===== src/inc/hpp_pkg.sv =====
// Constants, field layout and timing counts of the hub port power block.
// Assumes a single 10 MHz core clock and an APB register port.
// Operation
// - Power source strap high means bus-powered downstream ports, low self-powered.
// - Memory enable strap high disables the serial memory; its clock pin floats.
// - Memory enable strap low drives a three-state memory clock, weakly pulled low.
// - Memory strap high samples the shared data pin as the gang selector.
// - Memory strap low makes the shared pin the memory data line.
// - Per-port mode gives each of four ports its own active-low overcurrent input.
// - Overcurrent inputs pass a noise filter so spikes are ignored.
// - Four port power outputs are active-low push-pull; low turns power on.
// - Reset low puts all internal logic into its reset state.
// - Suspend output is high in suspend and low in normal operation; the code also drives it high whenever the control suspend bit is set.
// - Clock select low picks 6 MHz crystal, high picks 48 MHz direct clock.
// - From the crystal an internal multiplier makes the 48 and 12 MHz clocks.
// - One upstream and four independent downstream port pairs exist.
// - Ganged ports switch together; any overcurrent turns every port off.
// - Per-port mode makes each power output and overcurrent act on its own port.
// - Clock select high powers down and bypasses multiplier and oscillator.
package hpp_pkg;
  localparam int          NUM_PORTS      = 4;
  // Register byte addresses.
  localparam logic [11:0] CTRL_OFS       = 12'h000;
  localparam logic [11:0] STAT_OFS       = 12'h004;
  localparam logic [11:0] SMEM_OFS       = 12'h008;
  // Control fields.
  localparam int          CTRL_PWR_LSB   = 0;
  localparam int          CTRL_SUSP_BIT  = 4;
  localparam logic [4:0]  CTRL_RST       = 5'h00;
  // Status fields; the sticky flag field is write-one-to-clear.
  localparam int          STAT_OCDET_LSB = 0;
  localparam int          STAT_OCFLG_LSB = 4;
  localparam int          STAT_BUSPW_BIT = 8;
  localparam int          STAT_GANG_BIT  = 9;
  localparam int          STAT_XMEM_BIT  = 10;
  localparam int          STAT_DCLK_BIT  = 11;
  localparam int          STAT_PWR_LSB   = 12;
  localparam int          STAT_SUSP_BIT  = 16;
  // Serial memory pin control fields.
  localparam int          SMEM_RUN_BIT   = 0;
  localparam int          SMEM_DOUT_BIT  = 1;
  localparam int          SMEM_DRV_BIT   = 2;
  localparam int          SMEM_DIN_BIT   = 3;
  localparam logic [2:0]  SMEM_RST       = 3'h0;
  // Timing, in ns and in core clock cycles.
  localparam int          CLK_NS         = 100;
  localparam int          OC_FILTER_NS   = 1000;
  localparam int          OC_FILTER_CYC  = (OC_FILTER_NS + CLK_NS - 1) / CLK_NS;
  localparam int          SMEM_HALF_NS   = 5000;
  localparam int          SMEM_HALF_CYC  = SMEM_HALF_NS / CLK_NS;
  typedef enum logic {HPP_CAPTURE, HPP_RUN} hpp_state_t;
endpackage


===== src/inc/hpp_oc_if.sv =====
// Overcurrent path between the top level and its noise filter.
// Assumes both ends sit on the same core clock.
`timescale 1ns/1ps
interface hpp_oc_if;
  logic [3:0] raw_n;
  logic       gang;
  logic [3:0] det;
  modport top  (output raw_n, output gang, input det);
  modport filt (input raw_n, input gang, output det);
endinterface


===== src/rtl/hpp_clk_sel.sv =====
// Core clock source control and the serial memory clock divider.
// Assumes the clock select strap is static during operation.
`timescale 1ns/1ps
module hpp_clk_sel
  import hpp_pkg::*;
(
  // Clock and reset
  input  wire logic clk,
  input  wire logic rst_n,
  // Strap
  input  wire logic clock_source_select,
  // Clock source control
  output logic      multiplier_off,
  output logic      oscillator_off,
  output logic      core_clock_direct,
  // Divided tick
  output logic      smem_tick
);
  localparam logic [7:0] HALF_M1 = 8'(SMEM_HALF_CYC - 1);
  logic [7:0] div_r;
  wire        div_end = (div_r == HALF_M1);
  // ==========================================================
  // Source selection; the multiplier itself is analog.
  always_ff @(posedge clk or negedge rst_n) begin
    if (!rst_n) begin
      multiplier_off    <= 1'b0;
      oscillator_off    <= 1'b0;
      core_clock_direct <= 1'b0;
    end else begin
      multiplier_off    <= clock_source_select;
      oscillator_off    <= clock_source_select;
      core_clock_direct <= clock_source_select;
    end
  end
  // ==========================================================
  // Half-period divider for the serial memory clock.
  always_ff @(posedge clk or negedge rst_n) begin
    if (!rst_n) begin
      div_r     <= 8'h00;
      smem_tick <= 1'b0;
    end else begin
      div_r     <= div_end ? 8'h00 : div_r + 8'h01;
      smem_tick <= div_end;
    end
  end
endmodule


===== src/rtl/hpp_oc_filter.sv =====
// Per-port overcurrent noise filter with ganged combining.
// Assumes overcurrent inputs are synchronous to the core clock.
`timescale 1ns/1ps
module hpp_oc_filter
  import hpp_pkg::*;
#(
  parameter int FILT_CYC = hpp_pkg::OC_FILTER_CYC
) (
  // Clock and reset
  input wire logic clk,
  input wire logic rst_n,
  // Overcurrent path
  hpp_oc_if.filt   oc
);
  localparam int CW = $clog2(FILT_CYC + 1);
  localparam logic [CW-1:0] CMAX = CW'(FILT_CYC);
  logic [3:0] hit;
  // ==========================================================
  // Filter counters
  genvar i;
  generate
    for (i = 0; i < NUM_PORTS; i++) begin : g_port
      logic [CW-1:0] cnt_r;
      // A high input restarts the count, so any spike is forgotten.
      always_ff @(posedge clk or negedge rst_n) begin
        if (!rst_n) begin
          cnt_r <= '0;
        end else if (oc.raw_n[i]) begin
          cnt_r <= '0;
        end else if (cnt_r != CMAX) begin
          cnt_r <= cnt_r + CW'(1);
        end
      end
      assign hit[i] = (cnt_r == CMAX);
    end
  endgenerate
  // ==========================================================
  // Output combining
  wire [3:0] det_nxt = oc.gang ? {4{|hit}} : hit;
  always_ff @(posedge clk or negedge rst_n) begin
    if (!rst_n) begin
      oc.det <= 4'h0;
    end else begin
      oc.det <= det_nxt;
    end
  end
endmodule


===== src/rtl/hpp_top.sv =====
// Hub port power, straps, overcurrent, suspend and clock source control.
// Assumes an APB master on pclk and straps that stay fixed while running.
//
// The APB interface to the registers and the register addresses were left to the implementer.
`timescale 1ns/1ps
module hpp_top
  import hpp_pkg::*;
#(
  parameter int FILT_CYC = hpp_pkg::OC_FILTER_CYC
) (
  // Clock and reset
  input  wire logic        pclk,
  input  wire logic        presetn,
  // APB slave
  input  wire logic        psel,
  input  wire logic        penable,
  input  wire logic        pwrite,
  input  wire logic [11:0] paddr,
  input  wire logic [31:0] pwdata,
  output logic      [31:0] prdata,
  output logic             pready,
  output logic             pslverr,
  // Straps
  input  wire logic        downstream_power_source_select,
  input  wire logic        external_memory_enable_n,
  input  wire logic        clock_source_select,
  // Serial memory pins
  output logic             serial_memory_clock,
  output logic             serial_memory_clock_oe_n,
  input  wire logic        serial_memory_data_io_in,
  output logic             serial_memory_data_io_out,
  output logic             serial_memory_data_io_oe_n,
  // Downstream port power
  input  wire logic [3:0]  port_overcurrent_n,
  output logic      [3:0]  port_power_enable_n,
  // Suspend
  input  wire logic        hub_suspend,
  output logic             suspend_status,
  // Clock source control
  output logic             analog_clock_multiplier_off,
  output logic             oscillator_off,
  output logic             core_clock_direct
);
  import hpp_pkg::*;

  // ==========================================================
  // Declarations
  hpp_oc_if   oc ();
  hpp_state_t state_r;
  logic       bus_pwr_r;
  logic       gang_r;
  logic       xmem_off_r;
  logic [3:0] ctrl_pwr_r;
  logic       ctrl_susp_r;
  logic [3:0] oc_flag_r;
  logic       smem_run_r;
  logic       smem_dout_r;
  logic       smem_drv_r;
  logic       smem_tick;
  logic       pready_r;
  logic       pslverr_r;
  logic [31:0] prdata_r;

  // ==========================================================
  // Submodules
  assign oc.raw_n = port_overcurrent_n;
  assign oc.gang  = gang_r;

  hpp_oc_filter #(
    .FILT_CYC (FILT_CYC)
  ) u_filter (
    .clk   (pclk),
    .rst_n (presetn),
    .oc    (oc)
  );

  hpp_clk_sel u_clk (
    .clk                 (pclk),
    .rst_n               (presetn),
    .clock_source_select (clock_source_select),
    .multiplier_off      (analog_clock_multiplier_off),
    .oscillator_off      (oscillator_off),
    .core_clock_direct   (core_clock_direct),
    .smem_tick           (smem_tick)
  );

  // ==========================================================
  // Strap capture
  // Straps are caught by a clock edge after reset release, never by the
  // asynchronous reset itself; the board keeps them fixed afterwards.
  always_ff @(posedge pclk or negedge presetn) begin
    if (!presetn) begin
      state_r    <= HPP_CAPTURE;
      bus_pwr_r  <= 1'b0;
      gang_r     <= 1'b0;
      xmem_off_r <= 1'b1;
    end else if (state_r == HPP_CAPTURE) begin
      state_r    <= HPP_RUN;
      bus_pwr_r  <= downstream_power_source_select;
      xmem_off_r <= external_memory_enable_n;
      gang_r     <= external_memory_enable_n & serial_memory_data_io_in;
    end
  end

  // ==========================================================
  // APB decode
  // An unmapped or misaligned address still answers at once, with an error,
  // so a stray access never stalls the master.
  wire setup    = psel & ~penable;
  wire done     = psel & penable & pready_r;
  wire hit_ctrl = (paddr == CTRL_OFS);
  wire hit_stat = (paddr == STAT_OFS);
  wire hit_smem = (paddr == SMEM_OFS);
  wire mapped   = hit_ctrl | hit_stat | hit_smem;
  wire wr_ok    = done & pwrite & ~pslverr_r;
  wire wr_ctrl  = wr_ok & hit_ctrl;
  wire wr_stat  = wr_ok & hit_stat;
  wire wr_smem  = wr_ok & hit_smem;

  wire [3:0] pwr_on = ~port_power_enable_n;

  wire [31:0] rd_ctrl = {27'h0000000, ctrl_susp_r, ctrl_pwr_r};
  wire [31:0] rd_stat = {15'h0000, suspend_status, pwr_on, core_clock_direct,
                         ~xmem_off_r, gang_r, bus_pwr_r, oc_flag_r, oc.det};
  wire [31:0] rd_smem = {28'h0000000, serial_memory_data_io_in, smem_drv_r,
                         smem_dout_r, smem_run_r};
  wire [31:0] rd_mux  = hit_ctrl ? rd_ctrl :
                        hit_stat ? rd_stat :
                        hit_smem ? rd_smem : 32'h00000000;

  // Read data is sampled in the setup cycle so that it comes from a flop;
  // the access phase then always finishes in its first cycle.
  always_ff @(posedge pclk or negedge presetn) begin
    if (!presetn) begin
      pready_r  <= 1'b0;
      pslverr_r <= 1'b0;
      prdata_r  <= 32'h00000000;
    end else begin
      pready_r  <= setup;
      pslverr_r <= setup & ~mapped;
      if (setup) begin
        prdata_r <= rd_mux;
      end
    end
  end

  assign prdata  = prdata_r;
  assign pready  = pready_r;
  assign pslverr = pslverr_r;

  // ==========================================================
  // Control registers
  always_ff @(posedge pclk or negedge presetn) begin
    if (!presetn) begin
      {ctrl_susp_r, ctrl_pwr_r} <= CTRL_RST;
      {smem_drv_r, smem_dout_r, smem_run_r} <= SMEM_RST;
    end else begin
      if (wr_ctrl) begin
        ctrl_pwr_r  <= pwdata[CTRL_PWR_LSB +: 4];
        ctrl_susp_r <= pwdata[CTRL_SUSP_BIT];
      end
      if (wr_smem) begin
        smem_run_r  <= pwdata[SMEM_RUN_BIT];
        smem_dout_r <= pwdata[SMEM_DOUT_BIT];
        smem_drv_r  <= pwdata[SMEM_DRV_BIT];
      end
    end
  end

  // ==========================================================
  // Overcurrent flags
  // A new detection wins over a clear in the same cycle.
  // The flag keeps a port off once its switch has cut power and let the
  // fault line go high again; only software can restore the port.
  wire [3:0] flag_clr = wr_stat ? pwdata[STAT_OCFLG_LSB +: 4] : 4'h0;
  wire [3:0] flag_nxt = oc.det | (oc_flag_r & ~flag_clr);

  always_ff @(posedge pclk or negedge presetn) begin
    if (!presetn) begin
      oc_flag_r <= 4'h0;
    end else begin
      oc_flag_r <= flag_nxt;
    end
  end

  // ==========================================================
  // Port power
  // Ganged mode follows port 0's request and any flag; per-port mode keeps
  // each port on its own request and flag.
  // All ports stay off until the straps are taken, so a ganged board never
  // sees one port switch ahead of the others at start-up.
  wire [3:0] req_eff  = gang_r ? {4{ctrl_pwr_r[0]}} : ctrl_pwr_r;
  wire [3:0] trip     = oc_flag_r | oc.det;
  wire [3:0] trip_eff = gang_r ? {4{|trip}} : trip;
  wire       running  = (state_r == HPP_RUN);
  wire [3:0] on_nxt   = {4{running}} & req_eff & ~trip_eff;

  genvar p;
  generate
    for (p = 0; p < NUM_PORTS; p++) begin : g_pwr
      // Each downstream port has its own power flop.
      always_ff @(posedge pclk or negedge presetn) begin
        if (!presetn) begin
          port_power_enable_n[p] <= 1'b1;
        end else begin
          port_power_enable_n[p] <= ~on_nxt[p];
        end
      end
    end
  endgenerate

  // ==========================================================
  // Suspend status
  always_ff @(posedge pclk or negedge presetn) begin
    if (!presetn) begin
      suspend_status <= 1'b0;
    end else begin
      suspend_status <= hub_suspend | ctrl_susp_r;
    end
  end

  // ==========================================================
  // Serial memory pins
  // With the interface disabled both pins are released; the clock pin
  // floats and the data pin only carries the gang strap level.
  // The data output is forced low while released, so a stale level is never
  // seen on the pad when the drive enable returns.
  wire smem_en   = running & ~xmem_off_r;
  wire clk_drive = smem_en & smem_run_r;
  wire dat_drive = smem_en & smem_drv_r;

  always_ff @(posedge pclk or negedge presetn) begin
    if (!presetn) begin
      serial_memory_clock        <= 1'b0;
      serial_memory_clock_oe_n   <= 1'b1;
      serial_memory_data_io_out  <= 1'b0;
      serial_memory_data_io_oe_n <= 1'b1;
    end else begin
      serial_memory_clock_oe_n   <= ~clk_drive;
      if (!clk_drive) begin
        serial_memory_clock <= 1'b0;
      end else if (smem_tick) begin
        serial_memory_clock <= ~serial_memory_clock;
      end
      serial_memory_data_io_out  <= smem_dout_r & dat_drive;
      serial_memory_data_io_oe_n <= ~dat_drive;
    end
  end
endmodule


===== config.mk =====
export PLATFORM = sky130hd
export DESIGN_NAME = hpp_top
export DESIGN_NICKNAME = d
export VERILOG_FILES = /design/src/inc/hpp_pkg.sv /design/src/inc/hpp_oc_if.sv /design/src/rtl/hpp_clk_sel.sv /design/src/rtl/hpp_oc_filter.sv /design/src/rtl/hpp_top.sv
export SDC_FILE = /design/constraint.sdc
export NUM_CORES = 1
export LEC_CHECK = 0
export ABC_AREA = 0
export CORE_ASPECT_RATIO = 1.5
export CORE_UTILIZATION = 45
export CTS_CLUSTER_DIAMETER = 50
export DETAILED_ROUTE_END_ITERATION = 10
export DONT_BUFFER_PORTS = 1
export GPL_ROUTABILITY_DRIVEN = 0
export PLACE_DENSITY = 0.67
export SETUP_SLACK_MARGIN = 0.1
export SKIP_CTS_REPAIR_TIMING = 1
export SLEW_MARGIN = 20
export SYNTH_ARGS = -nofsm -noshare
export SYNTH_HDL_FRONTEND = slang
export SYNTH_SLANG_ARGS = --single-unit

===== constraint.sdc =====
create_clock -name pclk -period 1.8 [get_ports pclk]
set_clock_uncertainty 0.2 [all_clocks]
set_input_delay 0.18 -clock pclk [delete_from_list [all_inputs] [get_ports pclk]]
set_output_delay 0.18 -clock pclk [all_outputs]
set_load 0.1 [all_outputs]

==> metrics, run 1 <==
result of the run complete, but fails checks; failing checks hold timing; global-route usage over all layers 16.98%; remaining global-route overflow 0; number of enable-type register cells in the synthesized netlist 0; Longest Clk Path Bufs 2; DPL Wire Length 4.554 mm; register bit total from synthesis 74; Worst-Margin Slew 0.5455 ns; placeable core area 0.007179 mm²; number of buffers added by the clock tree synthesis step 9; fill cell total of the finished layout 603; startpoint of the worst register-to-register path pready$_DFF_PN0_; Worst-Skew Late Latency around 0.35 ns; Diodes inserted 0; kind of critical path reg -> reg; unrepaired setup endpoints after global routing yes; number of different library cells in the post-synthesis netlist 41; warnings from Yosys 0; Data arrival, critical path approximately 1.8 ns; remaining number of nets flagged by the antenna check after routing 0; finished layout cell area around 0.0041 mm²; Total Die Area roughly 0.0077 mm²; startpoint class of the critical path flip-flop; Critical path origin pready$_DFF_PN0_; critical path's top delay family simple AND/OR/NAND/NOR gates; via total after detailed routing around 2300; Register-to-Register Setup Slack 0.03 ns; htree depth 3; CTS tree done; number of maximum-capacitance constraint violations 0; clock slew at reported path FFs 0.07 ns; most frequent standard cell in the layout excluding fill and tap cells dfrtp_1; worst voltage drop across the vdd grid around 0.47 mV; FFs w/ async S/R, synth 100.0%; clock period minus final worst setup slack 1.773 ns; largest net degree at the start of global routing 75; share of the cycle needed by the critical path after routing between 90% and 100%; Relative slew margins 63.93%; I/O pin count between 100 and 150; Placement Rows 38; buffer type at the clock tree root clkbuf_8; number of max-slew violations in the final report 0; power density cells around 890 mW/mm²; first-pass GRT wire length slightly below 10 mm; Post-DP Area approximately 0.0036 mm²; Achievable Freq 564.0 MHz; commonest register cell after synthesis dfrtp_1; nets@finish approximately 420; worst path buffer plus inverter count 1; power after layout around 3.7 mW; gate count of the mapped netlist a little under 300; Vias/cell around 5.0; initial cell density of the core approximately 46%; Hold WS -0.6780 ns; y dimension of the die roughly 110 µm; CP required approximately 1.8 ns; fraction of layout instances using a drive strength above 1 between 20 and 25%; multi-input combinational cell area 0.001361 mm²; detailed-route wire length per cell around 14 µm; sort of element at the end of the critical path flip-flop; Routed WL roughly 6.3 mm; Mapped Area 0.003317 mm²; sequence of cells on the critical path nand4_1 > nor2_2 > nor4b_4 > buf_6 > mux2_4; CP max stage delay roughly 0.4 ns; TritonCTS sink count 74; critical-path maximum fanout 5; area of all sequential standard cells ~0.0019 mm²; commonest non-fill, non-tap cells in the layout dfrtp_1 (64), buf_4 (37), nor2_1 (30); number of global-route vias before repair 2113; initial antenna violation count 0; Die Span X around 70 µm; DRC violation count after routing 0; number of design-rule violations left by the first detailed-router iteration approximately 130; final hold violation count 79; number of detailed-route iterations in the first pass 4; buffers added on ports 0; HP Class in -> async; slowest stage cell on the critical path dfrtp_4; Leak Pwr between 1.5 and 2 nW; part of the Yosys area used for sequential elements 56.09%; mean area per synthesized cell about 11 µm²; area grow syn2layout 24.37%; final count of negative-setup-slack endpoints 0
## stage by stage
stage | TNS [ns] | instances | setup slack (ns) | util, %
after global routing | -0.2116 | 461 | -0.04509 | 57.46
after floorplan | -1.072 | 311 | -0.1832 | -
after global placement | 0 | 422 | 0.02205 | 50.37
after CTS | -0.0006085 | 438 | -0.0006085 | 53.61
final | 0 | 461 | 0.02699 | 57.46
after detailed placement | -0.04007 | 422 | -0.01037 | 50.37
## worst reg2reg max path: stages (launching register included)
cell and delay (ns):
dfrtp_4 0.41, nand4_1 0.18, nor2_2 0.19, nor4b_4 0.21, buf_6 0.17, mux2_4 0.30
## flip-flops by register name, summed over array words and instances (netlist names), 4 cells and up
signal / count
ctrl_pwr_r: 4
u_filter.oc.det: 4
u_clk.div_r: 8
port_power_enable_n: 4
oc_flag_r: 4
u_filter.g_port.cnt_r: 16
prdata: 17
## metal layers
layer,GRT usage [%],share of wire (%)
met5,0,0
met3,5.733,4.1
met1,18.22,40
met2,28.91,54
met4,9.104,2.5
## cells by family after synthesis
group                      share of synthesized area, %
and+or+nand+nor                                   16.07
DFF                                               56.09
AOI/OAI and AO/OA                                 8.035
buffers and inverters                             5.884
xor gates and xnor gates                          5.017
muxes                                             4.904
adders and majority gates                         3.772
other                                            0.2264
## worst paths after layout
kind,end,cells past startpoint
min reg2reg,serial_memory_data_io_oe_n$_DFF_PN1_,1
max in group asynchronous,serial_memory_clock_oe_n$_DFF_PN1_,0
min,u_clk.multiplier_off$_DFF_PN0_,0
max,ctrl_pwr_r[2]$_DFFE_PN0P_,5
max reg2reg,ctrl_pwr_r[2]$_DFFE_PN0P_,5
min in group pclk,prdata[4]$_DFFE_PN0P_,1
## report_power, final
group          switching [mW]  internal (mW)  total, mW
Combinational           0.270          0.118      0.388
Sequential             0.0627           1.72       1.78
Clock                   0.589          0.914       1.50
Total                   0.921           2.75       3.67
## cells in the mapped netlist (3+ instances only)
master,number,area [µm²]
xor2_1,5,43.79
ha_1,10,125.1
nand2_1,28,105.1
dfrtp_1,67,1677
mux2_2,10,112.6
and3_1,4,25.02
nand3b_1,4,30.03
o21ai_0,13,65.06
clkbuf_1,6,22.52
nor2_1,31,116.4
a21oi_1,5,25.02
buf_2,3,15.01
inv_1,8,30.03
xnor2_1,14,122.6
dfstp_2,7,183.9
nand3_1,12,60.06
o31ai_1,4,30.03
a21o_1,4,30.03
a211oi_1,4,30.03
nor3_1,5,25.02
a22o_1,6,52.55
buf_4,17,127.6
mux2i_1,5,50.05
## layout make-up
cell class / count / share of cell area [%]
inverter: 8 / 0.7279
clock buffer: 10 / 3.094
timing repair buffer: 60 / 12.34
clock inverter: 6 / 2.548
sequential: 74 / 45.25
tap: 100 / 3.033
multi-input combinational: 203 / 33.00
Note: power is estimated with default switching activity, not from simulation.
==> inputs of run 2 (changes only) <==
- REMOVE_ABC_BUFFERS: default -> 1
==> run 2 against run 1 <==
  * The run still ends with hold timing left
  * Register-to-register slack better by 0.06 ns
  * Die area stayed put
  * Global-route usage decreased by 0.12 points
  * Cell count decreased by 0.22%
  * Largest cell class unchanged
  * Hold slack worse by 0.0050 ns
  * First-iteration DRC count is 17% lower
  * Design area shrank 0.91%
==> metrics, run 2 (synthesis gave the netlist of run 1 again) <==
result of the run complete, but fails checks; failing checks hold timing; kind of critical path reg -> reg; Achievable Freq 585.5 MHz (+3.8%); Worst-Skew Late Latency 0.35 ns (about the same); Vias/cell 4.959 (-0.48%); share of the cycle needed by the critical path after routing 94.89% (-3.6 points); number of max-slew violations in the final report 0 (unchanged); worst voltage drop across the vdd grid 0.3378 mV (-28%); commonest non-fill, non-tap cells in the layout dfrtp_1 (66), buf_4 (36), nor2_1 (30); clock period minus final worst setup slack 1.708 ns (-0.06500 ns); Longest Clk Path Bufs 2 (unchanged); number of maximum-capacitance constraint violations 0 (unchanged); Die Span X 72.10 µm (unchanged); accumulated negative setup slack 0 ns (unchanged); post-route non-filler standard cell count 460 (-0.22%); startpoint of the worst register-to-register path pready$_DFF_PN0_; number of buffers added by the clock tree synthesis step 9 (unchanged); terminus of the critical flop-to-flop path ctrl_pwr_r[2]$_DFFE_PN0P_; CP required 1.84 ns (about the same); detailed-route wire length per cell 13.88 µm (+1.3%); final design utilization 56.94% (-0.52 points); Net Sw Frac 25.40% (+0.31 points); global-route usage over all layers 16.86% (-0.12 points); Leak Pwr 1.952 nW (-0.70%); I/O pin count 104 (unchanged); clock slew at reported path FFs 0.08 ns (about the same); startpoint class of the critical path flip-flop; via total after detailed routing 2281 (-0.70%); power density cells 902.5 mW/mm² (+1.4%); fraction of layout instances using a drive strength above 1 21.39% (-1.0 points); remaining global-route overflow 0 (unchanged); final hold violation count 75 (-5.1%); unrepaired setup endpoints after global routing yes; y dimension of the die 107.2 µm (unchanged); HP Class in -> async; number of global-route vias before repair 2165 (+2.5%); DRC violation count after routing 0 (unchanged); clock network fraction of total power 41.4% (+0.5 points); Diodes inserted 0 (unchanged); first-pass GRT wire length 9.811 mm (-0.36%); initial cell density of the core 46.20% (unchanged); CTS tree done; buffer type at the clock tree root clkbuf_8; number of detailed-route iterations in the first pass 5 (+1); largest net degree at the start of global routing 75 (unchanged); internal power of the cells 2.752 mW (about the same); Placement Rows 38 (unchanged); flip-flop count of the largest register after layout 17 (unchanged); worst-case reg-to-reg path depth 5 (unchanged); proportion of power drawn by flip-flops and latches 48.2% (-0.3 points); nets@finish 423 (-0.24%); cell count after placement 420 (-0.47%); placeable core area 0.007179 mm² (unchanged); number of design-rule violations left by the first detailed-router iteration 105 (-17%); DPL Wire Length 4.456 mm (-2.2%); most frequent standard cell in the layout excluding fill and tap cells dfrtp_1; Routed WL 6.387 mm (+1.1%); buffers added on ports 0 (unchanged); remaining number of nets flagged by the antenna check after routing 0 (unchanged); TritonCTS sink count 74 (unchanged); Data arrival, critical path 1.74 ns (-0.06 ns); Total Die Area 0.007726 mm² (unchanged); area grow syn2layout 23.24%; htree depth 3 (unchanged); Hold WS -0.6830 ns (-0.005035 ns); sort of element at the end of the critical path flip-flop; final count of negative-setup-slack endpoints 0 (unchanged); switching component of the power 0.9369 mW (+1.7%); Register-to-Register Setup Slack 0.09 ns (+0.06 ns); combinational fraction of design power 10.4% (-0.2 points); initial antenna violation count 0 (unchanged); critical-path maximum fanout 5 (unchanged)
-- run 2: cell types whose count changed in the layout (fill, tap and decap cells not counted), moves of 2 or more --
cell	before	now
clkinv_2	3	1
dfrtp_1	64	66
mux2_2	2	9
mux2_4	8	1
-- run 2: metal layers --
metal,routed length (µm),global-route usage [%],vias to the layer above
li1,-,-,1100
met4,146,9.384,0
met1,2523,18.47,1103
met2,3417,28.44,64
met3,300,5.263,14
met5,0,0,-
-- run 2: power groups by stage --
| stage | Combinational, mW | Clock (mW) | Sequential (mW) |
|---|---|---|---|
| 2_1_floorplan | 0.243 | 0 | 1.84 |
| 3_3_place_gp | 0.326 | 0 | 1.80 |
| 3_5_place_dp | 0.333 | 0 | 1.81 |
| 4_1_cts | 0.335 | 1.55 | 1.78 |
| 5_1_grt | 0.409 | 1.62 | 1.79 |
| 6_report | 0.384 | 1.53 | 1.78 |
-- run 2: final cells by class --
class                   instances  area, µm²
clock buffers                  11      131.4
clock inverters                 5      102.6
fillers                       595       3092
inverters                       8      30.03
multi-input cells             203       1326
flip-flops and latches         74       1862
well taps                     100      125.1
repair buffers                 59      510.5
-- run 2: critical path, stage by stage (launching register included) --
cell     delay, ns
dfrtp_1       0.35
nand4_1       0.16
nor2_2        0.18
nor4b_4       0.20
buf_4         0.19
mux2_2        0.33
-- run 2: worst max-delay path by stage --
stage	start	endpoint	slack (ns)	depth (start not counted)
final	pready$_DFF_PN0_	ctrl_pwr_r[2]$_DFFE_PN0P_	0.09	5
after global routing	pready$_DFF_PN0_	ctrl_pwr_r[1]$_DFFE_PN0P_	0.02	5
after CTS	pready$_DFF_PN0_	ctrl_pwr_r[2]$_DFFE_PN0P_	0.06	5
after detailed placement	paddr[1]	ctrl_pwr_r[1]$_DFFE_PN0P_	-0.02	5
after global placement	paddr[7]	ctrl_pwr_r[3]$_DFFE_PN0P_	0.003	5
after floorplan	u_clk.multiplier_off$_DFF_PN0_	prdata[11]$_DFFE_PN0P_	-0.87	1
-- run 2: metrics by stage --
step	total power, mW	hold WS [ns]	cell area [µm²]	setup slack [ns]
final	3.689	-0.6830	4088	0.09198
after global placement	2.130	-0.3143	3606	0.002986
after floorplan	2.086	-0.3156	3204	-0.8698
after detailed placement	2.142	-0.3139	3606	-0.01970
after CTS	3.657	-0.6964	3840	0.06197
after global routing	3.818	-0.7037	4088	0.02084
==> inputs of run 3 (changes only) <==
- CORE_UTILIZATION: 45 -> 30
- PLACE_DENSITY: 0.67 -> 0.51
==> run 3 against run 2 <==
  * Sequential share of layout area down 1.0 points
  * The run still ends with hold timing left
  * Sequential cell count unchanged
  * Register-to-register slack worse by 0.02 ns
  * First-iteration DRC count down 29%
  * Sequential power about the same
==> metrics, run 3 (synthesis gave the netlist of run 1 again) <==
remaining number of nets flagged by the antenna check after routing 0 (unchanged); buffer type at the clock tree root clkbuf_16; proportion of power drawn by flip-flops and latches 47.3% (-0.9 points); flip-flop count of the largest register after layout 17 (unchanged); Longest Clk Path Bufs 2 (unchanged); finished layout cell area 0.004180 mm² (+2.3%); TritonCTS sink count 74 (unchanged); critical-path maximum fanout 3 (-2); most utilized layer in the global route result met2; clock network fraction of total power 42.6% (+1.2 points); switching component of the power 0.9579 mW (+2.2%); most frequent standard cell in the layout excluding fill and tap cells dfrtp_1; number of buffers added by the clock tree synthesis step 9 (unchanged); Placement Rows 46 (+21%); failing checks hold timing; y dimension of the die 130.8 µm (+22%); slowest stage cell on the critical path dfrtp_1; power density cells 900.4 mW/mm² (-0.23%); Leak Pwr 1.972 nW (+1.0%); power after layout 3.764 mW (+2.0%); final count of negative-setup-slack endpoints 0 (unchanged); buffers added on ports 0 (unchanged); final hold violation count 74 (-1.3%); clock period minus final worst setup slack 1.732 ns (+0.02365 ns); Worst-Skew Late Latency 0.33 ns (-0.02 ns); worst voltage drop across the vdd grid 0.4091 mV (+21%); Post-DP Area 0.003676 mm² (+1.9%); share of the cycle needed by the critical path after routing 96.20% (+1.3 points); Net Sw Frac 25.45% (+0.051 points); commonest non-fill, non-tap cells in the layout dfrtp_1 (66), buf_4 (40), nor2_1 (30); number of max-slew violations in the final report 0 (unchanged); terminus of the critical flop-to-flop path smem_drv_r$_DFFE_PN0P_; CP max stage delay 0.35 ns (about the same); sort of element at the end of the critical path flip-flop; fraction of layout instances using a drive strength above 1 21.61% (+0.22 points); clock slew at reported path FFs 0.06 ns (-0.02 ns); Vias/cell 4.568 (-7.9%); global-route usage over all layers 12.79% (-4.1 points); Die Span X 87.86 µm (+22%); internal power of the cells 2.806 mW (+2.0%); detailed-route wire length per cell 13.84 µm (-0.33%); via total after detailed routing 2307 (+1.1%); cell count after placement 466 (+11%); initial cell density of the core 31.15% (-15 points); htree depth 3 (unchanged); DRC violation count after routing 0 (unchanged); DPL Wire Length 5.041 mm (+13%); number of design-rule violations left by the first detailed-router iteration 75 (-29%); result of the run complete, but fails checks; Diodes inserted 0 (unchanged); I/O pin count 104 (unchanged); sequence of cells on the critical path nand4_1 > buf_4 > nor4b_2 > buf_4 > mux2_2; smallest setup slack after layout 0.06833 ns (-0.02365 ns); combinational fraction of design power 10.1% (-0.3 points); first-pass GRT wire length 10.75 mm (+9.6%); CTS tree done; largest net degree at the start of global routing 75 (unchanged); number of global-route vias before repair 2199 (+1.6%); nets@finish 424 (+0.24%); number of detailed-route iterations in the first pass 4 (-1); placeable core area 0.01065 mm² (+48%); final design utilization 39.26% (-18 points); kind of critical path reg -> reg; Total Die Area 0.01149 mm² (+49%); Routed WL 6.989 mm (+9.4%); met2 track demand over resource in global routing 21.84% (-6.6 points); accumulated negative setup slack 0 ns (unchanged); HP Class in -> async; Register-to-Register Setup Slack 0.07 ns (-0.02 ns); Data arrival, critical path 1.74 ns (about the same); GR Util met1 13.46% (-5.0 points); initial antenna violation count 0 (unchanged); Most common cell on crit path buf_4; Achievable Freq 577.5 MHz (-1.4%); area grow syn2layout 26.03%; number of maximum-capacitance constraint violations 0 (unchanged); worst-case reg-to-reg path depth 5 (unchanged); met3 GRT Util 4.397% (-0.87 points); unrepaired setup endpoints after global routing yes; remaining global-route overflow 0 (unchanged); startpoint class of the critical path flip-flop; post-route non-filler standard cell count 505 (+9.8%); pre-CTS setup slack -0.03625 ns (-0.01655 ns); startpoint of the worst register-to-register path pready$_DFF_PN0_; Hold WS -0.6562 ns (+0.02684 ns); CP required 1.81 ns (-0.03 ns)
-- run 3: cell types whose count changed in the layout (fill, tap and decap cells not counted), sizes merged --
cell / previous run / this run
clkinv: 1 / 0
dlygate4sd3: 22 / 19
buf: 37 / 41
clkinvlp: 1 / 0
clkbuf: 11 / 16
bufinv: 3 / 0
-- run 3: area by class of cell --
type	instances	area, µm²
clock buffers	16	261.5
flip-flops and latches	74	1862
repair buffers	60	510.5
multi-input cells	203	1336
inverters	8	30.03
well taps	144	180.2
fillers	1080	6467
-- run 3: worst max-delay path by stage --
stage	from	end	slack, ns
detailed placement	paddr[1]	ctrl_pwr_r[1]$_DFFE_PN0P_	-0.04
global route	pready$_DFF_PN0_	smem_drv_r$_DFFE_PN0P_	0.02
finish	pready$_DFF_PN0_	smem_drv_r$_DFFE_PN0P_	0.07
global placement	paddr[1]	ctrl_pwr_r[1]$_DFFE_PN0P_	-0.03
CTS	pready$_DFF_PN0_	ctrl_pwr_r[1]$_DFFE_PN0P_	-0.02
floorplan	u_clk.multiplier_off$_DFF_PN0_	prdata[11]$_DFFE_PN0P_	-0.87
-- run 3: worst max-delay path: cells and delay by family (launching register included) --
family / cells / cell delay [ns]
mux: 1 / 0.33
flops: 1 / 0.35
simple gates: 2 / 0.40
buf+inv: 2 / 0.35
-- run 3: power by group through the flow --
stage	Clock (mW)	Combinational, mW	Sequential (mW)
floorplan	0	0.243	1.84
global placement	0	0.326	1.81
detailed placement	0	0.331	1.81
CTS	1.65	0.332	1.78
global route	1.72	0.406	1.79
finish	1.60	0.381	1.78
-- run 3: layer usage --
metal	wire (µm)	vias up	part of all wire, %
met3	371	15	5.3
li1	-	1101	-
met1	2699	1128	39
met5	0	-	0
met4	205	0	2.9
met2	3712	63	53
